<file path="src/logic/tsc_regs.vh">
// Register offsets, field positions, reset values and command codes of the touch sensor register bank.
`ifndef TSC_REGS_VH
`define TSC_REGS_VH

// =====================================================================
// Register selectors
`define TSC_SEL_SETUP   2'h0
`define TSC_SEL_STATE   2'h1
`define TSC_SEL_CLOCK   2'h2
`define TSC_SEL_MASK    2'h3

// =====================================================================
// Setup register fields
`define TSC_ROLE_HI     7
`define TSC_ROLE_LO     6
`define TSC_SWITCH_BIT  5
`define TSC_KEY_HI      4
`define TSC_KEY_LO      3
`define TSC_REGOFF_BIT  2
`define TSC_IRQM_BIT    1
`define TSC_MPWR_BIT    0

// =====================================================================
// Field encodings
`define TSC_ROLE_ALONE  2'h0
`define TSC_ROLE_SEC    2'h1
`define TSC_ROLE_PRI    2'h2
`define TSC_KEY_ALL     2'h0
`define TSC_KEY_TWO     2'h1
`define TSC_KEY_ONE     2'h2

// =====================================================================
// Clock register fields
`define TSC_CLKOUT_BIT  7
`define TSC_CLKIN_BIT   6

// =====================================================================
// Reset values
`define TSC_SETUP_RST   8'h00
`define TSC_STATE_RST   8'h00
`define TSC_CLOCK_RST   8'h0c
`define TSC_MASK_RST    8'hff

// =====================================================================
// Command codes
`define TSC_CMD_SRESET  8'h00
`define TSC_CMD_CLRINT  8'h03
`define TSC_CMD_WRCFG   8'h30
`define TSC_CMD_RDCFG   8'h33
`define TSC_CMD_WRCLK   8'h35
`define TSC_CMD_RDCLK   8'h36
`define TSC_CMD_WRMSK   8'h39
`define TSC_CMD_RDMSK   8'h3a

`endif

</file>
<file path="src/logic/tsc_mode_dec.v">
// Decoder of the setup register into role, clocking and power controls.
`timescale 1ns/1ps
`include "tsc_regs.vh"

module tsc_mode_dec (
  input  wire [7:0] setup_i,
  input  wire [7:0] clock_i,
  output reg        osc_enable_o,
  output reg        clk_out_enable_o,
  output reg        clk_in_enable_o,
  output wire       switch_behavior_o,
  output reg  [1:0] key_count_mode_o,
  output wire       regulator_off_o,
  output wire       irq_press_only_o,
  output wire       masked_channel_power_o
);

  reg [1:0] operation_role;

  // =====================================================================
  // Role decode; code 11 falls back to stand-alone.
  always @* begin
    operation_role = setup_i[`TSC_ROLE_HI:`TSC_ROLE_LO];
    case (operation_role)
      `TSC_ROLE_PRI: begin
        osc_enable_o     = 1'b1;
        clk_out_enable_o = 1'b1;
        clk_in_enable_o  = 1'b0;
      end
      `TSC_ROLE_SEC: begin
        osc_enable_o     = 1'b0;
        clk_out_enable_o = 1'b0;
        clk_in_enable_o  = 1'b1;
      end
      default: begin
        // Stand-alone (and unused 11): clock pins follow the clock register.
        clk_out_enable_o = clock_i[`TSC_CLKOUT_BIT];
        clk_in_enable_o  = clock_i[`TSC_CLKIN_BIT];
        osc_enable_o     = ~clock_i[`TSC_CLKIN_BIT];
      end
    endcase
  end

  // =====================================================================
  // Key mode decode; code 11 behaves as all keys.
  always @* begin
    case (setup_i[`TSC_KEY_HI:`TSC_KEY_LO])
      `TSC_KEY_TWO: key_count_mode_o = `TSC_KEY_TWO;
      `TSC_KEY_ONE: key_count_mode_o = `TSC_KEY_ONE;
      default:      key_count_mode_o = `TSC_KEY_ALL;
    endcase
  end

  // Single-bit controls.
  assign switch_behavior_o      = setup_i[`TSC_SWITCH_BIT];
  assign regulator_off_o        = setup_i[`TSC_REGOFF_BIT];
  assign irq_press_only_o       = setup_i[`TSC_IRQM_BIT];
  assign masked_channel_power_o = setup_i[`TSC_MPWR_BIT];

endmodule

</file>
<file path="src/logic/tsc_state_upd.v">
// Next-value logic of the touch state register under switching and key-count modes.
`timescale 1ns/1ps
`include "tsc_regs.vh"

module tsc_state_upd #(
  parameter CHANNELS = 8
) (
  input  wire [CHANNELS-1:0] state_i,
  input  wire [CHANNELS-1:0] active_i,
  input  wire                latching_i,
  input  wire [1:0]          key_mode_i,
  input  wire                state_read_i,
  output reg  [CHANNELS-1:0] state_o
);

  // Counts set bits of a vector.
  function [3:0] pop_count;
    input [CHANNELS-1:0] v;
    integer k;
    begin
      pop_count = 4'h0;
      for (k = 0; k < CHANNELS; k = k + 1) begin
        pop_count = pop_count + {3'h0, v[k]};
      end
    end
  endfunction

  reg [CHANNELS-1:0] kept;
  reg [CHANNELS-1:0] newbits;
  reg [3:0]          limit;
  reg [3:0]          cnt;
  integer            n;

  // =====================================================================
  // Keep or clear existing bits, then admit new activations lowest channel first.
  always @* begin
    kept    = {CHANNELS{1'b0}};
    newbits = {CHANNELS{1'b0}};
    limit   = 4'h8;
    cnt     = 4'h0;
    if (latching_i) begin
      if (state_read_i) begin
        kept = state_i & active_i;
      end else begin
        kept = state_i;
      end
    end else begin
      kept = state_i & active_i;
    end
    case (key_mode_i)
      `TSC_KEY_ONE: limit = 4'h1;
      `TSC_KEY_TWO: limit = 4'h2;
      default:      limit = 4'h8;
    endcase
    cnt = pop_count(kept);
    // Channel n feeds bit n.
    for (n = 0; n < CHANNELS; n = n + 1) begin
      if (active_i[n] && !kept[n] && cnt < limit) begin
        newbits[n] = 1'b1;
        cnt        = cnt + 4'h1;
      end
    end
    state_o = kept | newbits;
  end

endmodule

</file>
<file path="src/logic/tsc_reg_bank.v">
// Top of the touch sensor register bank: setup, state, clock and mask registers with interrupt.
`timescale 1ns/1ps
`include "tsc_regs.vh"

module tsc_reg_bank #(
  parameter CHANNELS = 8
) (
  input  wire                sys_clk_i,
  input  wire                rst_b_i,
  input  wire [CHANNELS-1:0] channel_active_i,
  input  wire                cmd_valid_i,
  input  wire [7:0]          cmd_code_i,
  input  wire [7:0]          cmd_wdata_i,
  input  wire                state_read_i,
  output reg  [7:0]          rdata_o,
  output reg  [7:0]          touch_state_o,
  output reg  [7:0]          channel_enable_bits_o,
  output reg                 irq_b_o,
  output reg                 osc_enable_o,
  output reg                 clk_out_enable_o,
  output reg                 clk_in_enable_o,
  output reg                 regulator_off_o,
  output reg                 masked_channel_power_o
);

  // =====================================================================
  // Registers.
  reg [7:0]          device_setup_q;
  reg [7:0]          clock_setup_q;
  reg [7:0]          channel_mask_q;
  reg [CHANNELS-1:0] touch_flags_q;
  reg                irq_pend_q;

  wire               osc_en_w;
  wire               clko_w;
  wire               clki_w;
  wire               switch_behavior;
  wire [1:0]         key_count_mode;
  wire               regoff_w;
  wire               irq_press_only;
  wire               mpwr_w;
  wire [CHANNELS-1:0] touch_flags_d;
  reg                irq_event;
  reg  [7:0]         rdata_d;

  // Command strobes.
  wire cmd_sreset = cmd_valid_i && (cmd_code_i == `TSC_CMD_SRESET);
  wire cmd_clrint = cmd_valid_i && (cmd_code_i == `TSC_CMD_CLRINT);
  wire cmd_wrcfg  = cmd_valid_i && (cmd_code_i == `TSC_CMD_WRCFG);
  wire cmd_wrclk  = cmd_valid_i && (cmd_code_i == `TSC_CMD_WRCLK);
  wire cmd_wrmsk  = cmd_valid_i && (cmd_code_i == `TSC_CMD_WRMSK);

  // =====================================================================
  // Mode decode and state update.
  tsc_mode_dec u_dec (
    .setup_i                (device_setup_q),
    .clock_i                (clock_setup_q),
    .osc_enable_o           (osc_en_w),
    .clk_out_enable_o       (clko_w),
    .clk_in_enable_o        (clki_w),
    .switch_behavior_o      (switch_behavior),
    .key_count_mode_o       (key_count_mode),
    .regulator_off_o        (regoff_w),
    .irq_press_only_o       (irq_press_only),
    .masked_channel_power_o (mpwr_w)
  );

  tsc_state_upd #(
    .CHANNELS (CHANNELS)
  ) u_upd (
    .state_i      (touch_flags_q),
    .active_i     (channel_active_i),
    .latching_i   (switch_behavior),
    .key_mode_i   (key_count_mode),
    .state_read_i (state_read_i),
    .state_o      (touch_flags_d)
  );

  // Counts set bits of a state vector, so the two-key gate follows the channel parameter.
  function [3:0] set_count;
    input [CHANNELS-1:0] v;
    integer k;
    begin
      set_count = 4'h0;
      for (k = 0; k < CHANNELS; k = k + 1) begin
        set_count = set_count + {3'h0, v[k]};
      end
    end
  endfunction

  // =====================================================================
  // Interrupt event: sets count, clears only without press-only mode; two-key mode drops any event leaving fewer than two bits set.
  always @* begin
    if (irq_press_only) begin
      irq_event = |(touch_flags_d & ~touch_flags_q);
    end else begin
      irq_event = |(touch_flags_d ^ touch_flags_q);
    end
    if (key_count_mode == `TSC_KEY_TWO && set_count(touch_flags_d) < 4'h2) begin
      irq_event = 1'b0;
    end
  end

  // Read data mux for the read commands.
  always @* begin
    case (cmd_code_i)
      `TSC_CMD_RDCFG: rdata_d = device_setup_q;
      `TSC_CMD_RDCLK: rdata_d = clock_setup_q;
      `TSC_CMD_RDMSK: rdata_d = channel_mask_q;
      default:        rdata_d = rdata_o;
    endcase
    if (state_read_i) begin
      rdata_d = touch_flags_q;
    end else if (!cmd_valid_i) begin
      rdata_d = rdata_o;
    end
  end

  // =====================================================================
  // Register updates; reset and soft reset restore defaults.
  always @(posedge sys_clk_i) begin
    if (!rst_b_i || cmd_sreset) begin
      device_setup_q <= `TSC_SETUP_RST;
      clock_setup_q  <= `TSC_CLOCK_RST;
      channel_mask_q <= `TSC_MASK_RST;
      touch_flags_q  <= `TSC_STATE_RST;
      irq_pend_q     <= 1'b0;
      rdata_o        <= 8'h00;
    end else begin
      if (cmd_wrcfg) begin
        device_setup_q <= cmd_wdata_i;
      end
      if (cmd_wrclk) begin
        clock_setup_q <= cmd_wdata_i;
      end
      if (cmd_wrmsk) begin
        channel_mask_q <= cmd_wdata_i;
      end
      touch_flags_q <= touch_flags_d;
      rdata_o       <= rdata_d;
      // A new event in the clearing cycle wins over the clear.
      if (irq_event) begin
        irq_pend_q <= 1'b1;
      end else if (state_read_i || cmd_clrint) begin
        irq_pend_q <= 1'b0;
      end
    end
  end

  // =====================================================================
  // Registered outputs.
  always @(posedge sys_clk_i) begin
    if (!rst_b_i) begin
      touch_state_o          <= 8'h00;
      channel_enable_bits_o  <= `TSC_MASK_RST;
      irq_b_o                <= 1'b1;
      osc_enable_o           <= 1'b1;
      clk_out_enable_o       <= 1'b0;
      clk_in_enable_o        <= 1'b0;
      regulator_off_o        <= 1'b0;
      masked_channel_power_o <= 1'b0;
    end else begin
      touch_state_o          <= touch_flags_q;
      channel_enable_bits_o  <= channel_mask_q;
      irq_b_o                <= ~irq_pend_q;
      osc_enable_o           <= osc_en_w;
      clk_out_enable_o       <= clko_w;
      clk_in_enable_o        <= clki_w;
      regulator_off_o        <= regoff_w;
      masked_channel_power_o <= mpwr_w;
    end
  end

endmodule

</file>
<file path="config.mk">
export PLATFORM = sky130hd
export DESIGN_NAME = tsc_reg_bank
export DESIGN_NICKNAME = d
export VERILOG_FILES = /design/src/logic/tsc_mode_dec.v /design/src/logic/tsc_state_upd.v /design/src/logic/tsc_reg_bank.v
export VERILOG_INCLUDE_DIRS = /design/src /design/src/logic
export SDC_FILE = /design/constraint.sdc
export NUM_CORES = 1
export LEC_CHECK = 0
export ABC_AREA = 0
export CAP_MARGIN = 0
export CORE_MARGIN = 2
export CORE_UTILIZATION = 45
export DETAILED_ROUTE_END_ITERATION = 6
export DONT_BUFFER_PORTS = 1
export PLACE_DENSITY_LB_ADDON = 0.15
export SYNTH_ARGS = -nofsm -noshare
export SYNTH_HDL_FRONTEND = slang
export SYNTH_HIERARCHICAL = 1
export SYNTH_SLANG_ARGS = --single-unit
</file>
<file path="constraint.sdc">
create_clock -name sys_clk_i -period 17.6 [get_ports sys_clk_i]
set_input_delay 3.52 -clock sys_clk_i [delete_from_list [all_inputs] [get_ports sys_clk_i]]
set_output_delay 3.52 -clock sys_clk_i [all_outputs]
set_load 0.01 [all_outputs]
</file>
==> summary.txt <==
top-level I/O count - 58
floorplan die area - 0.01186 mm2
CTS H-tree lvls - 3
Avg Vias per Cell - 5.775
category of the worst setup path capture point - flop
switching portion of total power - 0.4836
worst-skew pair later-pin latency - 0.34 ns
end of the critical path - irq_pend_q
status - finished clean
initial antenna violation count - 0
most frequent cells in the layout - dfxtp_1 (63), inv_1 (42), nand2_1 (37), nor2_1 (37), ha_1 (37)
Post-Route Utilization - 0.4926
fill cell total of the finished layout - 1,027
total CTS buffers - 9
Worst Reg2Reg Path Length in Cells - 57
async set or reset register ratio after synthesis - 0
site row count - 38
DRC marker count from the first detailed-route iteration - 258
sw power - 0.4788 mW
endpoints failing setup - 0
Area growth syn-to-layout - 7.379%
Clock Root Buffer - clkbuf_8
remaining antenna violation count - 0
multi-input logic area - 0.003482 mm2
effective utilization at floorplan - 0.4587
maximum number of pins on one net before global-route repair - 25
Critical Path Most Common Cell - ha_1
share of the cycle needed by the critical path after routing - 0.9604
count of antenna diodes in the layout - 0
TritonCTS Sinks - 63
Cell Int Power - 0.5113 mW
post-synthesis area per instance - 8.595 um2
Global Route Usage Sum - 0.2156
setup slack on the worst flop-to-flop path - 3.44 ns
timing startpoint of the critical path - state_read_i
class of the most critical hold timing path - reg -> reg
most common library cell in the layout ignoring fill and taps - dfxtp_1
Sequential Area - 0.001261 mm2
clock transition time at the flip-flop clock pins of the worst setup and hold paths - 0.06 ns
count of mapped cells out of synthesis - 576
height of the die - 108.9 um
max-slew violation count - 0
mean routed wirelength per cell - 17.47 um
Post-synth EDFFs - 0
setup slack after placement - -0.3123 ns
fraction of layout cells with a size suffix above 1 - 0.1341
quantity of hold-fixing buffers added after cts - 0
cell type of the slowest stage on the worst timing path - fa_2
Post-Syn Nets - 652
Maximum Capacitance Violations - 0
count of unique library cells instantiated by Yosys - 79
via count of the first global-routing pass - 4,038
Top FF cell, synth - dfxtp_1
critical path launch point type - input pin
width of the chip - 108.9 um
relative slew slack - 0.4810
launching point of the worst reg2reg path - device_setup_q[5]
power share of the combinational group - 0.724
worst-margin pin slew - 0.7786 ns
Core Region - 0.01079 mm2
placed standard-cell area - 0.004992 mm2
signal arrival time at the worst endpoint - 17.18 ns
leak pwr - 2.194 nW
pwr/cell area - 186.2 mW/mm2
Max clock buf depth - 2
Total Negative Setup Slacks - 0 ns
DRC errors left - 0
Post-Route Skew - 0.003132 ns
largest fanout on the critical path - 8
Synthesis Warnings - 6
sequential element share of the synthesized area - 0.2547
number of failing hold endpoints at the final stage - 0
maximum single-stage delay on the critical path - 0.60 ns
HPWL after detailed placement - 9382 um
number of vias after detailed routing - 4,123
I/O Buffers - 0
CTS tree - done
post-synthesis sequential element count - 63
number of detailed-route iterations in the first pass - 5
weighted congestion at the end of routability-driven global placement - 0.8650
Finished Cell Area - 0.005316 mm2
part of the power in registers - 0.164
highest ir drop seen on vdd - 137.3 uV
worst-case setup margin in the final layout - 0.6968 ns
wire length of the first global-routing pass - 19,890 um
worst setup path category - in -> reg
post-layout net count - 645
Clock power frac - 0.112
R2R Path End - irq_pend_q
cell area after synthesis - 0.004951 mm2
Req. time, crit path - 17.88 ns
Hold Slack - 0.4139 ns
routed wire length - 12,470 um
shortest period the worst path allows - 16.90 ns
Max Freq - 59.16 MHz
grt ovf - 0
## power by group through the flow
stage	logic (mW)	registers, mW	clock network [mW]
after floorplan	0.551	0.161	0
after global placement	0.654	0.166	0
after detailed placement	0.668	0.166	0
after CTS	0.674	0.163	0.114
after global routing	0.805	0.164	0.121
final	0.717	0.163	0.111
## stage by stage
step / std cells / power, mW
finish: 714 / 0.9901
floorplan: 576 / 0.7124
detailed placement: 694 / 0.8339
global placement: 694 / 0.8202
CTS: 710 / 0.9512
global route: 714 / 1.089
## how the worst min path moves through the flow
stage,from,endpoint,slack [ns],cells past startpoint
after floorplan,irq_pend_q,irq_b_o,0.35,1
after global placement,irq_pend_q,irq_b_o,0.40,1
after detailed placement,irq_pend_q,irq_b_o,0.40,1
after CTS,irq_pend_q,irq_b_o,0.42,1
after global routing,irq_pend_q,irq_b_o,0.44,1
final,irq_pend_q,irq_b_o,0.41,1
## flip-flops by register name (all words and copies together), names as in the netlist
register	count
device_setup_q	8
masked_channel_power_o	1
touch_flags_q	8
clock_setup_q	8
rdata_o	8
touch_state_o	8
regulator_off_o	1
clk_in_enable_o	1
irq_b_o	1
channel_mask_q	8
irq_pend_q	1
osc_enable_o	1
clk_out_enable_o	1
channel_enable_bits_o	8
## critical path, delay by kind of cell
kind / cells / cell delay, ns
AO/OA/AOI/OAI: 24 / 4.65
multiplexers: 6 / 2.23
buffers and inverters: 6 / 0.49
AND/OR/NAND/NOR: 6 / 0.68
adder cells (fa/ha/maj): 15 / 5.61
## cells by family (layout without fill, tap and decap cells)
| group | count (synthesis) | after routing | share of synthesized area |
|---|---|---|---|
| AOI/OAI and AO/OA | 136 | 136 | 0.2052 |
| xor gates and xnor gates | 10 | 10 | 0.01769 |
| adders and majority gates | 48 | 48 | 0.1334 |
| buffers and inverters | 69 | 67 | 0.06571 |
| DFF | 63 | 63 | 0.2547 |
| muxes | 43 | 43 | 0.08972 |
| and+or+nand+nor | 207 | 207 | 0.2335 |
## synthesized netlist by cell type, types with 5 or more instances
| cell type | number | area share |
|---|---|---|
| buf_4 | 7 | 0.011 |
| o21ai_0 | 29 | 0.029 |
| mux2i_1 | 34 | 0.069 |
| clkbuf_1 | 7 | 0.0053 |
| nand3_1 | 13 | 0.013 |
| a31oi_1 | 9 | 0.011 |
| and3_1 | 5 | 0.0063 |
| fa_1 | 8 | 0.032 |
| o21a_1 | 9 | 0.014 |
| nand2b_1 | 21 | 0.027 |
| inv_1 | 42 | 0.032 |
| o41ai_1 | 7 | 0.012 |
| dfxtp_1 | 63 | 0.25 |
| xor2_1 | 7 | 0.012 |
| ha_1 | 40 | 0.10 |
| nor2_1 | 39 | 0.030 |
| a211oi_1 | 17 | 0.026 |
| and2_1 | 19 | 0.024 |
| a21oi_1 | 27 | 0.027 |
| buf_2 | 8 | 0.0081 |
| nand2_1 | 38 | 0.029 |
| nor2b_1 | 13 | 0.016 |
| nor3_1 | 16 | 0.016 |
| mux2_2 | 7 | 0.016 |
## layer usage
layer / share of wire / global-route usage / wire [um]
met1: 0.44 / 0.2566 / 5452
met2: 0.48 / 0.3660 / 6038
met4: 0.016 / 0.07418 / 205
met3: 0.062 / 0.06695 / 776
met5: 0 / 0 / 0
## what timing repair did
item                                    in CTS  in global routing
resized for setup                            0                 27
endpoints found under the setup margin       0                  1
setup buffers                                0                  4
## final cells by class
class,instances,share of cell area
multi-input cells,444,0.6550
flip-flops and latches,63,0.2372
well taps,140,0.03295
inverters,43,0.03036
clock buffers,13,0.02989
repair buffers,8,0.01130
clock inverters,3,0.003295
Note: power is estimated with default switching activity, not from simulation.
